File: src/include/aoc_params.svh
`ifndef AOC_PARAMS_SVH
`define AOC_PARAMS_SVH

// Register offsets (byte addresses, one word each)
`define AOC_OFS_ALM   8'h00
`define AOC_OFS_HYST  8'h04
`define AOC_OFS_WAIT  8'h08
`define AOC_OFS_SP    8'h0c
`define AOC_OFS_GATE  8'h10
`define AOC_OFS_TMR   8'h14
`define AOC_OFS_STAT  8'h18

// Field positions (least significant bit of each field)
`define AOC_ALM_TYPE  0
`define AOC_ALM_NC    3
`define AOC_ALM_SB    4
`define AOC_GATE_COMB 0
`define AOC_GATE_NC   2
`define AOC_GATE_S1   3
`define AOC_GATE_C1   8
`define AOC_GATE_S2   10
`define AOC_GATE_C2   15
`define AOC_TMR_SRC   0
`define AOC_TMR_MODE  5
`define AOC_TMR_NC    6
`define AOC_TMR_PRE   16
`define AOC_ST_ELAP   4

// Reset values and setting limits
`define AOC_HYST_RST  14'h0014
`define AOC_WAIT_RST  14'h0000
`define AOC_PRE_RST   13'h0000
`define AOC_SP_RST    16'h0000
`define AOC_HYST_MIN  16'h0001
`define AOC_HYST_MAX  16'h270f
`define AOC_WAIT_MAX  16'h270f
`define AOC_PRE_MAX   16'h1388

// Source select codes
`define AOC_SRC_TS1   5'h01
`define AOC_SRC_TS2L  5'h10
`define AOC_SRC_LAST  5'h1a

// Timing: clock rate in Hz, tick period and pulse length in seconds
`define AOC_CLK_HZ    250000000
`define AOC_SEC_S     1
`define AOC_PULSE_S   1

`endif

File: src/include/aoc_pkg.sv
package aoc_pkg;
  `include "aoc_params.svh"

  // Raw sources: channel-1 and channel-2 time signals, contact inputs
  typedef struct packed {
    logic [9:0] contact;
    logic [7:0] ts2;
    logic [7:0] ts1;
  } aoc_src_t;

  typedef enum logic [1:0] {
    AOC_PASS = 2'b00,
    AOC_NEG  = 2'b01,
    AOC_TGL  = 2'b10
  } aoc_cond_t;

  typedef enum logic [1:0] {
    AOC_AND = 2'b00,
    AOC_OR  = 2'b01,
    AOC_XOR = 2'b10
  } aoc_comb_t;

  typedef enum logic [1:0] {
    AOC_SB_OFF  = 2'b00,
    AOC_SB_RUN  = 2'b01,
    AOC_SB_SV   = 2'b10,
    AOC_SB_FOFF = 2'b11
  } aoc_sb_t;

  typedef enum logic {
    AOC_T_IDLE = 1'b0,
    AOC_T_RUN  = 1'b1
  } aoc_tmr_t;

  // State of one input conditioner
  typedef struct packed {
    logic [4:0] sel_d;
    aoc_cond_t  cond_d;
    logic       src_d;
    logic       latch;
    logic       level;
  } aoc_cond_state_t;

  // State of the whole block
  typedef struct packed {
    logic [27:0]        tick_cnt;
    logic [2:0]         alm_type;
    logic               alm_nc;
    aoc_sb_t            sb;
    logic [13:0]        hyst;
    logic [13:0]        wait_set;
    logic signed [15:0] alm_sp;
    aoc_comb_t          comb;
    logic               gate_nc;
    logic [4:0]         first_source;
    aoc_cond_t          cond1;
    logic [4:0]         second_source;
    aoc_cond_t          cond2;
    logic [4:0]         tsrc;
    logic               tmode;
    logic               tnc;
    logic [12:0]        preset;
    logic               cause;
    logic               standby;
    logic [13:0]        elapsed;
    logic               halted_d;
    logic signed [15:0] sv_d;
    aoc_tmr_t           tstate;
    logic [12:0]        tcount;
    logic               tsrc_d;
    logic [27:0]        pulse_cnt;
    logic               pulse_act;
    logic               alm_act;
    logic               alm_out;
    logic               gate_out;
    logic               pulse_out;
    logic [31:0]        rd_data;
  } aoc_state_t;

  function automatic logic [15:0] aoc_clamp(input logic [15:0] v, lo, hi);
    aoc_clamp = (v < lo) ? lo : ((v > hi) ? hi : v);
  endfunction

  function automatic logic aoc_is_ts(input logic [4:0] s);
    aoc_is_ts = (s >= `AOC_SRC_TS1) && (s <= `AOC_SRC_TS2L);
  endfunction

  // Toggle conditioning is refused on time-signal sources
  function automatic aoc_cond_t aoc_fix_cond(input logic [4:0] s, input logic [1:0] c);
    aoc_fix_cond = (c == AOC_TGL && aoc_is_ts(s)) ? AOC_PASS :
                   ((c == 2'b11) ? AOC_PASS : aoc_cond_t'(c));
  endfunction
endpackage

File: src/rtl/aoc_input_cond.sv
`timescale 1ns/10ps
`include "aoc_params.svh"
// Selects one source and applies pass-through, negate or toggle latch
module aoc_input_cond (
  input  wire logic              clk_i,
  input  wire aoc_pkg::aoc_src_t src_i,
  input  wire logic              reset_i,
  input  wire logic [4:0]        sel_i,
  input  wire logic [1:0]        cond_i,
  output logic                   level_o
);
  aoc_pkg::aoc_cond_state_t r;   // Registered state
  aoc_pkg::aoc_cond_state_t n;   // Next state
  logic [25:0]              all_c; // Flattened sources
  logic                     raw_c; // Selected source level

  assign all_c = src_i;

  // Source select: none never activates
  always_comb begin
    raw_c = 1'b0;
    if (sel_i != 5'h00 && sel_i <= `AOC_SRC_LAST) begin
      raw_c = all_c[sel_i - 5'h01];
    end
  end

  // Conditioning and toggle latch
  always_comb begin
    n          = r;
    n.src_d    = raw_c;
    n.sel_d    = sel_i;
    n.cond_d   = aoc_pkg::aoc_cond_t'(cond_i);
    if (sel_i != r.sel_d || cond_i != r.cond_d) begin
      n.latch = 1'b0;
    end else if (raw_c && !r.src_d) begin
      n.latch = !r.latch;
    end
    unique case (aoc_pkg::aoc_cond_t'(cond_i))
      aoc_pkg::AOC_NEG: n.level = !raw_c;
      aoc_pkg::AOC_TGL: n.level = n.latch;
      default:          n.level = raw_c;
    endcase
  end

  // State register
  always_ff @(posedge clk_i) begin
    if (reset_i) begin
      r <= '0;
    end else begin
      r <= n;
    end
  end

  assign level_o = r.level;
endmodule

File: src/rtl/aoc_alarm_cond.sv
`timescale 1ns/10ps
`include "aoc_params.svh"
//
// Contract
// output sense maps idle action to contact state
// hysteresis band 1..9999, default 20
// alarm only after wait interval elapses
// cause loss aborts wait, restart from zero
// wait OFF asserts at once
// wait change keeps original elapsed count
// standby suppresses until leave and re-entry
// standby arms at power-up, run, target change
// range fault forces on, or off for 3
// gate drives its output from two inputs
// combine AND, OR or XOR, AND default
// source none, time signals or contacts
// pass, negate or toggle conditioning
// toggle refused on time-signal sources
// NAND/NOR via negate plus inverted sense
// timer/counter output with source and mode
// timer/counter free-running, one-second pulse
// timer fires preset seconds after activation
// counter fires at preset activation count
// comparison events inactive while halted
// one-second tick from clock, sync reset
// low/high limits with hysteresis turn-off
// changing source or mode clears latches
module aoc_alarm_cond #(
  parameter int unsigned SEC_CYCLES = `AOC_SEC_S * `AOC_CLK_HZ
) (
  input  wire logic               clk_i,
  input  wire logic               reset_i,
  input  wire logic [7:0]         addr_i,
  input  wire logic [31:0]        wr_data_i,
  input  wire logic               wr_en_i,
  input  wire logic               rd_en_i,
  output logic [31:0]             rd_data_o,
  input  wire logic signed [15:0] measured_value_i,
  input  wire logic signed [15:0] target_value_i,
  input  wire logic               halted_i,
  input  wire logic               range_fault_i,
  input  wire aoc_pkg::aoc_src_t  src_i,
  output logic                    alarm_line_o,
  output logic                    gate_line_o,
  output logic                    pulse_line_o
);
  localparam int unsigned PULSE_CYCLES = `AOC_PULSE_S * SEC_CYCLES;

  aoc_pkg::aoc_state_t r;        // Registered state
  aoc_pkg::aoc_state_t n;        // Next state
  logic                tick_c;   // One-second enable
  logic                in1_c;    // First conditioned gate input
  logic                in2_c;    // Second conditioned gate input
  logic                tin_c;    // Timer/counter source level
  logic signed [17:0]  dev_c;    // Measured minus target
  logic signed [17:0]  x_c;      // Compared quantity
  logic signed [17:0]  sp_c;     // Alarm set point
  logic signed [17:0]  hy_c;     // Hysteresis band
  logic                valid_c;  // Comparison event type selected
  logic                on_c;     // Turn-on threshold crossed
  logic                keep_c;   // Still inside hysteresis
  logic                cause_c;  // Event cause after hysteresis
  logic                sb_on_c;  // Standby choice uses standby
  logic                arm_c;    // Standby arming event
  logic                sby_c;    // Standby holds off action
  logic                qual_c;   // Cause not held off by standby
  logic                act_c;    // Alarm action this cycle
  logic                comb_c;   // Gate combined result

  // Gate input conditioners
  aoc_input_cond u_in1 (
    .clk_i   (clk_i),
    .src_i   (src_i),
    .reset_i (reset_i),
    .sel_i   (r.first_source),
    .cond_i  (r.cond1),
    .level_o (in1_c)
  );

  aoc_input_cond u_in2 (
    .clk_i   (clk_i),
    .src_i   (src_i),
    .reset_i (reset_i),
    .sel_i   (r.second_source),
    .cond_i  (r.cond2),
    .level_o (in2_c)
  );

  // Timer/counter source, always pass-through
  aoc_input_cond u_tin (
    .clk_i   (clk_i),
    .src_i   (src_i),
    .reset_i (reset_i),
    .sel_i   (r.tsrc),
    .cond_i  (aoc_pkg::AOC_PASS),
    .level_o (tin_c)
  );

  // Tick at the end of each second
  assign tick_c = (r.tick_cnt == 28'(SEC_CYCLES - 1));

  // Comparison quantity: deviation, its magnitude, or measured value
  assign dev_c   = 18'(measured_value_i) - 18'(target_value_i);
  assign x_c     = (r.alm_type[2] && r.alm_type[1]) ? 18'(measured_value_i) :
                   ((r.alm_type[2] && dev_c[17]) ? -dev_c : dev_c);
  assign sp_c    = 18'(r.alm_sp);
  assign hy_c    = 18'($signed({1'b0, r.hyst}));
  assign valid_c = (r.alm_type >= 3'h2);

  // Low types turn on below, off above point plus band; high mirrors
  assign on_c    = r.alm_type[0] ? (x_c < sp_c) : (x_c > sp_c);
  assign keep_c  = r.alm_type[0] ? (x_c <= sp_c + hy_c)
                                 : (x_c >= sp_c - hy_c);
  assign cause_c = valid_c && !halted_i && (r.cause ? keep_c : on_c);

  // Standby arms at run entry or, for choice 2, target change
  assign sb_on_c = (r.sb == aoc_pkg::AOC_SB_RUN) || (r.sb == aoc_pkg::AOC_SB_SV);
  assign arm_c   = sb_on_c && ((r.halted_d && !halted_i) ||
                   (r.sb == aoc_pkg::AOC_SB_SV && r.sv_d != target_value_i));
  assign sby_c   = arm_c || (r.standby && cause_c && sb_on_c);
  assign qual_c  = cause_c && !sby_c;

  // Range fault overrides; otherwise wait against elapsed seconds
  always_comb begin
    if (range_fault_i && valid_c) begin
      act_c = (r.sb != aoc_pkg::AOC_SB_FOFF);
    end else begin
      act_c = qual_c && (r.wait_set == 14'h0000 ||
                         r.elapsed >= r.wait_set);
    end
  end

  // Two-input combiner
  always_comb begin
    unique case (r.comb)
      aoc_pkg::AOC_OR:  comb_c = in1_c | in2_c;
      aoc_pkg::AOC_XOR: comb_c = in1_c ^ in2_c;
      default:          comb_c = in1_c & in2_c;
    endcase
  end

  // Next-state logic for the whole block
  always_comb begin
    logic fire;
    logic trise;
    fire  = 1'b0;
    trise = tin_c && !r.tsrc_d;
    n     = r;
    // Second divider
    n.tick_cnt = tick_c ? 28'h0000000 : r.tick_cnt + 28'h0000001;
    // Comparison alarm
    n.cause    = cause_c;
    n.standby  = sby_c;
    n.halted_d = halted_i;
    n.sv_d     = target_value_i;
    if (!qual_c) begin
      n.elapsed = 14'h0000;
    end else if (tick_c && r.elapsed != `AOC_WAIT_MAX) begin
      n.elapsed = r.elapsed + 14'h0001;
    end
    n.alm_act  = act_c;
    n.alm_out  = act_c ^ r.alm_nc;
    // Gate output; inverted sense turns AND/OR into NAND/NOR
    n.gate_out = comb_c ^ r.gate_nc;
    // Timer and counter, independent of run state
    n.tsrc_d = tin_c;
    if (!r.tmode) begin
      unique case (r.tstate)
        // Timer starts on a source rise
        aoc_pkg::AOC_T_IDLE: begin
          if (trise && r.preset != 13'h0000) begin
            n.tstate = aoc_pkg::AOC_T_RUN;
            n.tcount = 13'h0000;
          end
        end
        aoc_pkg::AOC_T_RUN: begin
          if (tick_c) begin
            if (r.tcount + 13'h0001 == r.preset) begin
              fire     = 1'b1;
              n.tstate = aoc_pkg::AOC_T_IDLE;
            end else begin
              n.tcount = r.tcount + 13'h0001;
            end
          end
        end
      endcase
    end else if (trise && r.preset != 13'h0000) begin
      // Counter fires on the preset-th rise
      if (r.tcount + 13'h0001 == r.preset) begin
        fire     = 1'b1;
        n.tcount = 13'h0000;
      end else begin
        n.tcount = r.tcount + 13'h0001;
      end
    end
    // One-second output pulse
    if (fire) begin
      n.pulse_cnt = 28'(PULSE_CYCLES - 1);
      n.pulse_act = 1'b1;
    end else if (r.pulse_cnt != 28'h0000000) begin
      n.pulse_cnt = r.pulse_cnt - 28'h0000001;
    end else begin
      n.pulse_act = 1'b0;
    end
    n.pulse_out = n.pulse_act ^ r.tnc;
    // Register writes
    if (wr_en_i) begin
      case (addr_i)
        `AOC_OFS_ALM: begin
          n.alm_type = wr_data_i[`AOC_ALM_TYPE +: 3];
          n.alm_nc   = wr_data_i[`AOC_ALM_NC];
          n.sb       = aoc_pkg::aoc_sb_t'(wr_data_i[`AOC_ALM_SB +: 2]);
        end
        `AOC_OFS_HYST: begin
          n.hyst = 14'(aoc_pkg::aoc_clamp(wr_data_i[15:0],
                       `AOC_HYST_MIN, `AOC_HYST_MAX));
        end
        `AOC_OFS_WAIT: begin
          n.wait_set = 14'(aoc_pkg::aoc_clamp(wr_data_i[15:0],
                           16'h0000, `AOC_WAIT_MAX));
        end
        `AOC_OFS_SP: begin
          n.alm_sp = wr_data_i[15:0];
        end
        `AOC_OFS_GATE: begin
          n.comb    = (wr_data_i[`AOC_GATE_COMB +: 2] == 2'b11) ? aoc_pkg::AOC_AND :
                      aoc_pkg::aoc_comb_t'(wr_data_i[`AOC_GATE_COMB +: 2]);
          n.gate_nc = wr_data_i[`AOC_GATE_NC];
          n.first_source    = wr_data_i[`AOC_GATE_S1 +: 5];
          n.second_source    = wr_data_i[`AOC_GATE_S2 +: 5];
          n.cond1   = aoc_pkg::aoc_fix_cond(wr_data_i[`AOC_GATE_S1 +: 5],
                        wr_data_i[`AOC_GATE_C1 +: 2]);
          n.cond2   = aoc_pkg::aoc_fix_cond(wr_data_i[`AOC_GATE_S2 +: 5],
                        wr_data_i[`AOC_GATE_C2 +: 2]);
        end
        `AOC_OFS_TMR: begin
          n.tsrc   = wr_data_i[`AOC_TMR_SRC +: 5];
          n.tmode  = wr_data_i[`AOC_TMR_MODE];
          n.tnc    = wr_data_i[`AOC_TMR_NC];
          n.preset = 13'(aoc_pkg::aoc_clamp(wr_data_i[`AOC_TMR_PRE +: 16],
                         16'h0000, `AOC_PRE_MAX));
          if (n.tsrc != r.tsrc || n.tmode != r.tmode) begin
            n.tcount = 13'h0000;
            n.tstate = aoc_pkg::AOC_T_IDLE;
          end
        end
        default: begin
          // Unmapped offsets are ignored
        end
      endcase
    end
    // Register reads, data valid in the following cycle only
    n.rd_data = 32'h00000000;
    if (rd_en_i) begin
      case (addr_i)
        `AOC_OFS_ALM:  n.rd_data = 32'({r.sb, r.alm_nc, r.alm_type});
        `AOC_OFS_HYST: n.rd_data = 32'(r.hyst);
        `AOC_OFS_WAIT: n.rd_data = 32'(r.wait_set);
        `AOC_OFS_SP:   n.rd_data = 32'(unsigned'(r.alm_sp));
        `AOC_OFS_GATE: n.rd_data = 32'({r.cond2, r.second_source, r.cond1, r.first_source,
                                         r.gate_nc, r.comb});
        `AOC_OFS_TMR:  n.rd_data = {3'h0, r.preset, 9'h000, r.tnc, r.tmode, r.tsrc};
        `AOC_OFS_STAT: n.rd_data = 32'({r.elapsed, r.pulse_act, r.gate_out,
                                         r.standby, r.alm_act});
        default:       n.rd_data = 32'h00000000;
      endcase
    end
  end

  // State register with synchronous reset; standby armed at power-up
  always_ff @(posedge clk_i) begin
    if (reset_i) begin
      r          <= '0;
      r.hyst     <= `AOC_HYST_RST;
      r.wait_set <= `AOC_WAIT_RST;
      r.preset   <= `AOC_PRE_RST;
      r.alm_sp   <= `AOC_SP_RST;
      r.standby  <= 1'b1;
    end else begin
      r <= n;
    end
  end

  assign rd_data_o    = r.rd_data;
  assign alarm_line_o = r.alm_out;
  assign gate_line_o  = r.gate_out;
  assign pulse_line_o = r.pulse_out;
endmodule

File: config.mk
export PLATFORM = sky130hd
export DESIGN_NAME = aoc_alarm_cond
export DESIGN_NICKNAME = d
export VERILOG_FILES = /design/src/include/aoc_pkg.sv /design/src/rtl/aoc_input_cond.sv /design/src/rtl/aoc_alarm_cond.sv
export VERILOG_INCLUDE_DIRS = /design/src /design/src/include
export SDC_FILE = /design/constraint.sdc
export NUM_CORES = 1
export LEC_CHECK = 0
export ABC_AREA = 1
export BUFFER_PORTS_ARGS = -buffer_cell sky130_fd_sc_hd__buf_2
export CAP_MARGIN = 10
export CELL_PAD_IN_SITES_DETAIL_PLACEMENT = 0
export CELL_PAD_IN_SITES_GLOBAL_PLACEMENT = 1
export CORE_UTILIZATION = 48
export DETAILED_ROUTE_END_ITERATION = 6
export PLACE_DENSITY_LB_ADDON = 0.1
export SYNTH_ARGS = -nofsm -noshare
export SYNTH_HDL_FRONTEND = slang
export SYNTH_SLANG_ARGS = --single-unit
File: constraint.sdc
create_clock -name clk_i -period 8.9 [get_ports clk_i]
set_input_delay 1.335 -clock clk_i [delete_from_list [all_inputs] [get_ports clk_i]]
set_output_delay 1.335 -clock clk_i [all_outputs]
set_load 0.005 [all_outputs]
==> flow_summary_export.csv, run 1 <==
group,metric,value,unit
logic_synthesis,synth_top_area_cell,"dfxtp_1",
global_route,grt_pass1_wl,83100,um
cts,clock-sinks,246,
cts,clk_root_buffer_cell,"clkbuf_16",
sta,slew-limit-headroom,28.9,%
logic_synthesis,ys_ff_latch,246,
place,place.gp.congestion,0.931,
logic_synthesis,ys_seq_area_share,29.1,%
worst_setup_path,crit_type,"in2reg",
cts,insertion_delay,610,ps
logic_synthesis,synth_cells,2444,
die,ios,139,
pwr,pwr_density_cell,173,nW/um2
worst_setup_path,slowest_delay,420,ps
global_route,grt_usage,29.1,%
sta,slew_viol_final,0,
cts,cts_buffers,30,
worst_setup_path,crit_top_cell,"nand2_1",
sta,post-route-period-util,64.8,%
global_route,grt_pass1_vias,15700,
finish,layout-drive-gt1-share,10.4,%
cts,cts_setup_buffers,0,
logic_synthesis,synth.avg_cell_area,6.92,um2
drt,postRouteAntennaNets,0,
drt,num_vias,16600,
logic_synthesis,synthTopCellsByArea,"dfxtp_1 29%, ha_1 9.6%, inv_1 8.0%",
min_path,holdPathStages,2,
worst_setup_path,end_kind,"register",
sta,fin_skew,28.0,ps
die,rows,68,
worst_setup_path,rr_worst_depth,29,
cts,cts_tree,"built",
worst_setup_path,start_kind,"primary input",
die,die_x,190,um
sta,fmax,173,MHz
place,post-dp-hpwl,41300,um
die,die_height,190,um
logic_synthesis,synth_top_area_share,29.1,%
finish,layout_commonest_cell,"inv_1",
place,portBuffers,135,
global_route,antenna_found_initial,1,
worst_setup_path,cpMaxStageDelayCell,"nor2_2",
worst_setup_path,worst-path-stages,34,
logic_synthesis,yosysUniqueCellTypes,62,
worst_setup_path,cp_max_fo,15,
cts,clk_pin_slew_worst_paths,60,ps
drt,wire_per_inst,17.8,um
finish,seq_area,4920,um2
sta,rsz0062_at_grt,"false",
logic_synthesis,ys_async_sr_fraction,0,%
cts,htreeDepth,1,
die,core_area,34600,um2
logic_synthesis,yosys_warnings,0,
logic_synthesis,synth-edff-count,0,
sta,hold_violations,0,
sta,tightest_slew,1070,ps
drt,viasPerCell,5.55,
drt,routed_wl,53300,um
worst_setup_path,cp_top_family,"simple AND/OR/NAND/NOR gates",
finish,area_growth,11.0,%
cts,clockBufferDepth,3,
pwr,p_total,3250,uW
run_status,outcome,"finished clean",
worst_setup_path,path_buf_inv,4,
sta,timing.final.crit_period,5770,ps
job,maxCapViolCount,0,
cts,ctsHoldBuffers,0,
min_path,worstHoldPathType,"reg2reg",
drt,firstDrtPassIters,5,
sta,hold_ws,428,ps
drt,drc_errors,0,
finish,mostFrequentLayoutCells,"359 x inv_1, 353 x nand2_1, 254 x nor2_1",
drt,drtIter0Drc,1189,
finish,fillCellCount,3457,
global_route,grt_max_degree,64,
finish,nNetsFinal,2753,
cts,ctsResizeCount,0,
worst_setup_path,cp.required,9420,ps
logic_synthesis,syn_area,16900,um2
global_route,grt-ovfl-total,0,
finish,multi_input_area,10100,um2
sta,finalSetupTns,0,ps
sta,finalSetupViolations,0,
worst_setup_path,critPathArrivalTime,6290,ps
pwr,cellLeakagePower,0.00837,uW
logic_synthesis,synth_flop_cell,"dfxtp_1",
die,start_util,48.9,%
die,die_area,36000,um2
pwr,peakVddDrop,0.149,mV
==> layer usage <==
metal | share of wire (%) | up-vias | track usage (%)
li1 | - | 8288 | -
met5 | 0 | - | 0
met1 | 46 | 7696 | 39.7
met3 | 6.9 | 109 | 5.31
met4 | 3.7 | 0 | 10.6
met2 | 43 | 536 | 45.6
==> tightest hold or removal path, stage by stage (launching register included) <==
cell,delay [ps]
dfxtp_1,310
inv_1,50
nor2_1,30
==> state kept, by name, summed over array words and instances, names as in the netlist <==
| register | cells |
|---|---|
| u_in1.r | 9 |
| gate_line_o | 1 |
| pulse_line_o | 1 |
| u_in2.r | 9 |
| r | 179 |
| u_tin.level_o | 1 |
| u_in1.level_o | 1 |
| rd_data_o | 29 |
| alarm_line_o | 1 |
| u_in2.level_o | 1 |
| hy_c | 14 |
==> power by group <==
group	total, uW	switching (uW)	internal (uW)	leakage (uW)
clock	1330	529	800	0.000514
sequential	1210	47.3	1160	0.00199
combinational	715	452	263	0.00587
total	3250	1030	2220	0.00837
==> logic make-up (layout without fill, tap and decap cells) <==
| kind of cell | count (synthesis) | count (layout) | share of synthesized area [%] |
|---|---|---|---|
| XOR/XNOR | 118 | 118 | 6.11 |
| flip-flops | 246 | 246 | 29.1 |
| adder cells (fa/ha/maj) | 133 | 133 | 9.97 |
| AO/OA/AOI/OAI | 561 | 561 | 19.0 |
| multiplexers | 1 | 1 | 0.0592 |
| AND/OR/NAND/NOR | 908 | 908 | 24.3 |
| other | 1 | 4 | 0.0222 |
| buffers and inverters | 476 | 568 | 11.4 |
==> path summary, 6_finish.rpt <==
kind | start | to | slack, ps
max | measured_value_i[0] | r[108] | 3130
min | u_tin.level_o | r[65] | 430
max reg2reg | hy_c[2] | r[108] | 3720
min reg2reg | u_tin.level_o | r[65] | 430
==> synthesized netlist by cell type (3+ instances only) <==
library cell	number
a2111oi_0	9
a211oi_1	24
a21o_1	3
a21oi_1	220
a21oi_2	3
a221oi_1	8
a311oi_1	3
a31oi_1	27
buf_1	6
buf_2	4
buf_4	32
clkbuf_1	61
clkinv_1	4
dfxtp_1	246
fa_1	3
ha_1	130
inv_1	359
inv_2	8
nand2_1	353
nand2_2	11
nand3_1	97
nand3_2	6
nand3b_1	7
nand4_1	50
nor2_1	256
nor2_2	15
nor3_1	38
nor3_2	10
nor3b_1	14
nor4_1	29
o2111ai_1	5
o211ai_1	15
o21a_1	6
o21ai_0	163
o21ai_1	6
o21bai_1	10
o221ai_1	5
o22ai_1	38
o31ai_1	5
o41ai_1	5
or2_2	7
xnor2_1	35
xor2_1	83
==> layout make-up <==
| type | count | area share [%] |
|---|---|---|
| multi-input combinational | 1724 | 53.7 |
| tap | 455 | 3.03 |
| antenna | 1 | 0.0133 |
| inverter | 371 | 7.42 |
| clock inverter | 16 | 1.33 |
| timing repair buffer | 143 | 3.92 |
| clock buffer | 38 | 4.37 |
| sequential | 246 | 26.2 |
==> stage by stage <==
step | std cells | worst slack (ps) | area [um2] | utilization (%)
after CTS | 2993 | 3140 | 18800 | 54.2
after global placement | 2939 | 2710 | 17700 | 51.1
final | 2994 | 3130 | 18800 | 54.2
after floorplan | 2446 | 3500 | 16900 | -
after global routing | 2994 | 2550 | 18800 | 54.2
after detailed placement | 2939 | 2550 | 17700 | 51.1
No activity file was read; power rests on OpenSTA's default activity.
==> inputs of run 2 (changes only) <==
--- a/config.mk
+++ b/config.mk
@@ -6,12 +6,12 @@
 export SDC_FILE = /design/constraint.sdc
 export NUM_CORES = 1
 export LEC_CHECK = 0
-export ABC_AREA = 1
+export ABC_AREA = 0
 export BUFFER_PORTS_ARGS = -buffer_cell sky130_fd_sc_hd__buf_2
 export CAP_MARGIN = 10
 export CELL_PAD_IN_SITES_DETAIL_PLACEMENT = 0
 export CELL_PAD_IN_SITES_GLOBAL_PLACEMENT = 1
-export CORE_UTILIZATION = 48
+export CORE_UTILIZATION = 41
 export DETAILED_ROUTE_END_ITERATION = 6
 export PLACE_DENSITY_LB_ADDON = 0.1
 export SYNTH_ARGS = -nofsm -noshare
==> constraint.sdc (replaced) <==
create_clock -name clk_i -period 4.8 [get_ports clk_i]
set_input_delay 0.72 -clock clk_i [delete_from_list [all_inputs] [get_ports clk_i]]
set_output_delay 0.72 -clock clk_i [all_outputs]
set_load 0.005 [all_outputs]
==> run 2 against run 1 <==
  * The run now ends with negative setup slack left
  * First-iteration DRC count grew 0.50%
  * Sequential cell count stayed put
  * Sequential share of layout area is 2.2 points lower
  * Die area increased by 15%
  * Highest routed layer unchanged
  * Hold slack worse by 12 ps
==> flow_summary_export.csv, run 2 <==
group,metric,value,unit
logic_synthesis,ys_seq_area_share,29.5,%
min_path,min_from,"wr_data_i[25]",
cts,insertion_delay,580,ps
pwr,power_frac_comb,24.2,%
finish,layout-drive-gt1-share,22.3,%
cts,htreeDepth,1,
logic_synthesis,synth.avg_cell_area,7.95,um2
logic_synthesis,synth_top_area_cell,"dfxtp_1",
worst_setup_path,cp_max_fo,8,
drt,firstDrtPassIters,5,
finish,seq_area,4920,um2
drt,postRouteAntennaNets,0,
global_route,grt_max_degree,59,
pwr,pwr-share-seq,36.8,%
cts,clk_pin_slew_worst_paths,70,ps
logic_synthesis,syn_area,16700,um2
logic_synthesis,yosys_warnings,0,
pwr,p_sw,1810,uW
worst_setup_path,cp.required,5250,ps
worst_setup_path,r2r_slack,-30,ps
drt,num_vias,16000,
place,place.gp.congestion,0.859,
die,start_util,41.8,%
worst_setup_path,r2r_start,"hy_c[2]",
min_path,hold_end,"r[122]",
logic_synthesis,ys_ff_latch,246,
sta,tightest_slew,991,ps
place,post-dp-hpwl,40700,um
sta,post-route-period-util,103,%
sta,timing.final.crit_period,4950,ps
finish,area_growth,22.7,%
sta,fmax,202,MHz
cts,clockBufferDepth,3,
finish,layout_commonest_cell,"dfxtp_1",
finish,finalInstanceArea,20500,um2
finish,top_register,"r",
logic_synthesis,synth_cells,2099,
worst_setup_path,rr_worst_depth,25,
logic_synthesis,synth-edff-count,0,
cts,clock-sinks,246,
place,portBuffers,135,
cts,cts_buffers,29,
finish,largest_reg_flops,179,
logic_synthesis,synth_flop_cell,"dfxtp_1",
die,die_area,41500,um2
drt,drc_errors,0,
place,placedInstanceArea,18900,um2
logic_synthesis,yosysMostFrequentCell,"dfxtp_1",
logic_synthesis,yosysUniqueCellTypes,85,
die,ios,139,
global_route,grt_usage,25.3,%
sta,slew_viol_final,0,
pwr,clock_power_share,39.0,%
pwr,p_total,6050,uW
finish,nNetsFinal,2575,
drt,routed_wl,53900,um
pwr,cellLeakagePower,0.00829,uW
drt,wire_per_inst,18.7,um
global_route,grt-ovfl-total,0,
logic_synthesis,synthTopCellsByArea,"dfxtp_1 30%, ha_1 9.7%, nor2_1 5.0%",
finish,multi_input_area,11100,um2
run_status,outcome,"finished with violations",
job,maxCapViolCount,0,
min_path,holdPathStages,3,
worst_setup_path,worstReg2RegEnd,"alarm_line_o",
global_route,grt_pass1_wl,83000,um
logic_synthesis,synth_common_cells,"246 x dfxtp_1, 221 x nor2_1, 210 x nand2_1",
die,core_area,39900,um2
finish,mostFrequentLayoutCells,"246 x dfxtp_1, 214 x nor2_1, 209 x nand2_1, 209 x buf_4, 148 x a21oi_1",
run_status,violations,"negative setup slack",
worst_setup_path,critPathArrivalTime,5400,ps
logic_synthesis,ys_async_sr_fraction,0,%
worst_setup_path,end_kind,"register",
sta,timing.final.ws_setup,-146,ps
global_route,grt_pass1_vias,15000,
pwr,cell_internal_pwr,4250,uW
logic_synthesis,synth_top_area_share,29.5,%
sta,rsz0062_at_grt,"true",
sta,hold_violations,0,
worst_setup_path,start_kind,"primary input",
cts,clk_root_buffer_cell,"clkbuf_16",
cts,cts_tree,"built",
finish,fillCellCount,3899,
worst_setup_path,crit_type,"in2reg",
sta,finalSetupViolations,2,
pwr,pwr_density_cell,296,nW/um2
sta,fin_skew,23.0,ps
finish,utilization,51.3,%
die,rows,73,
sta,hold_ws,416,ps
sta,slew-limit-headroom,34.0,%
min_path,worstHoldPathType,"in2reg",
die,die_x,204,um
drt,drtIter0Drc,1195,
pwr,peakVddDrop,0.356,mV
drt,viasPerCell,5.53,
global_route,antenna_found_initial,1,
pwr,switching_share,29.8,%
die,die_height,204,um
run 2: changes by cell type after synthesis, moves of 35 or more:
cell / before / now
a21oi_1: 220 / 158
a22oi_1: 0 / 36
clkbuf_1: 61 / 97
inv_1: 359 / 129
nand2_1: 353 / 210
nand3_1: 97 / 50
nor2_1: 256 / 221
o21ai_0: 163 / 92
xnor2_1: 35 / 92
run 2: per-stage QoR:
| step | cells | setup TNS [ps] | setup WS [ps] |
|---|---|---|---|
| CTS | 2876 | -597 | -149 |
| global route | 2886 | -4500 | -428 |
| detailed placement | 2811 | -15640 | -965 |
| global placement | 2811 | -13360 | -830 |
| finish | 2887 | -147 | -146 |
| floorplan | 2101 | -5270 | -439 |
run 2: kinds of logic (layout without fill, tap and decap cells):
logic type | Yosys count | count (layout) | synth area share (%)
AO/OA/AOI/OAI | 473 | 473 | 18.4
XOR/XNOR | 171 | 171 | 8.98
flip-flops | 246 | 246 | 29.5
multiplexers | 45 | 45 | 4.25
buffers and inverters | 272 | 531 | 6.90
AND/OR/NAND/NOR | 757 | 758 | 21.8
other | 1 | 4 | 0.0225
adder cells (fa/ha/maj) | 134 | 134 | 10.2
run 2: worst max path at each step:
stage,endpoint,slack [ps],startpoint,cells after the start
final,alarm_line_o,-150,target_value_i[13],24
after detailed placement,alarm_line_o,-960,target_value_i[13],23
after floorplan,alarm_line_o,-440,measured_value_i[0],27
after global placement,alarm_line_o,-830,measured_value_i[0],27
after global routing,alarm_line_o,-430,target_value_i[13],24
after CTS,alarm_line_o,-150,measured_value_i[0],25
run 2: power by group through the flow:
| stage | clock network (uW) | registers, uW | logic, uW |
|---|---|---|---|
| 6_report | 2360 | 2230 | 1460 |
| 5_1_grt | 2490 | 2240 | 1620 |
| 4_1_cts | 2400 | 2230 | 1410 |
| 3_5_place_dp | 0 | 2270 | 1360 |
| 3_3_place_gp | 0 | 2270 | 1340 |
| 2_1_floorplan | 0 | 2250 | 886 |
run 2: worst max-delay path, stage by stage:
cell	delay (ps)
buf_2	110
inv_1	130
ha_1	270
a21o_1	200
a2111oi_2	340
o22a_1	200
o21a_1	200
nand2_4	100
nand2_1	70
o21ai_0	70
a21oi_1	180
ha_1	260
a21o_1	150
a21oi_1	160
o21ai_1	120
a2111oi_2	380
o21ai_1	160
a311o_1	420
o221ai_2	150
o21a_1	210
a2111oi_4	60
and4b_1	220
a21oi_2	170
mux2_4	320
run 2: what timing repair did:
action	CTS	global route
gates resized for setup	43	51
hold buffers	0	0
setup buffers	11	10
pin swaps	53	33
cloned	1	0
setup endpoints to repair	18	18
endpoints found under the hold margin	0	0
run 2: layout make-up:
class,instances,share of cell area [%]
diodes,1,0.0122
clock buffers,38,3.95
clock inverters,16,1.04
inverters,130,2.43
multi-input cells,1584,54.0
flip-flops and latches,246,24.1
well taps,525,3.21
repair buffers,347,11.3
run 2: routing by layer:
metal  GRT usage, %  wire (um)  vias to the layer above
met5              0          0                        -
met4           7.65       1520                        0
met3           3.84       3010                       89
li1               -          -                     7823
met1           35.2      25100                     7666
met2           40.1      24300                      378
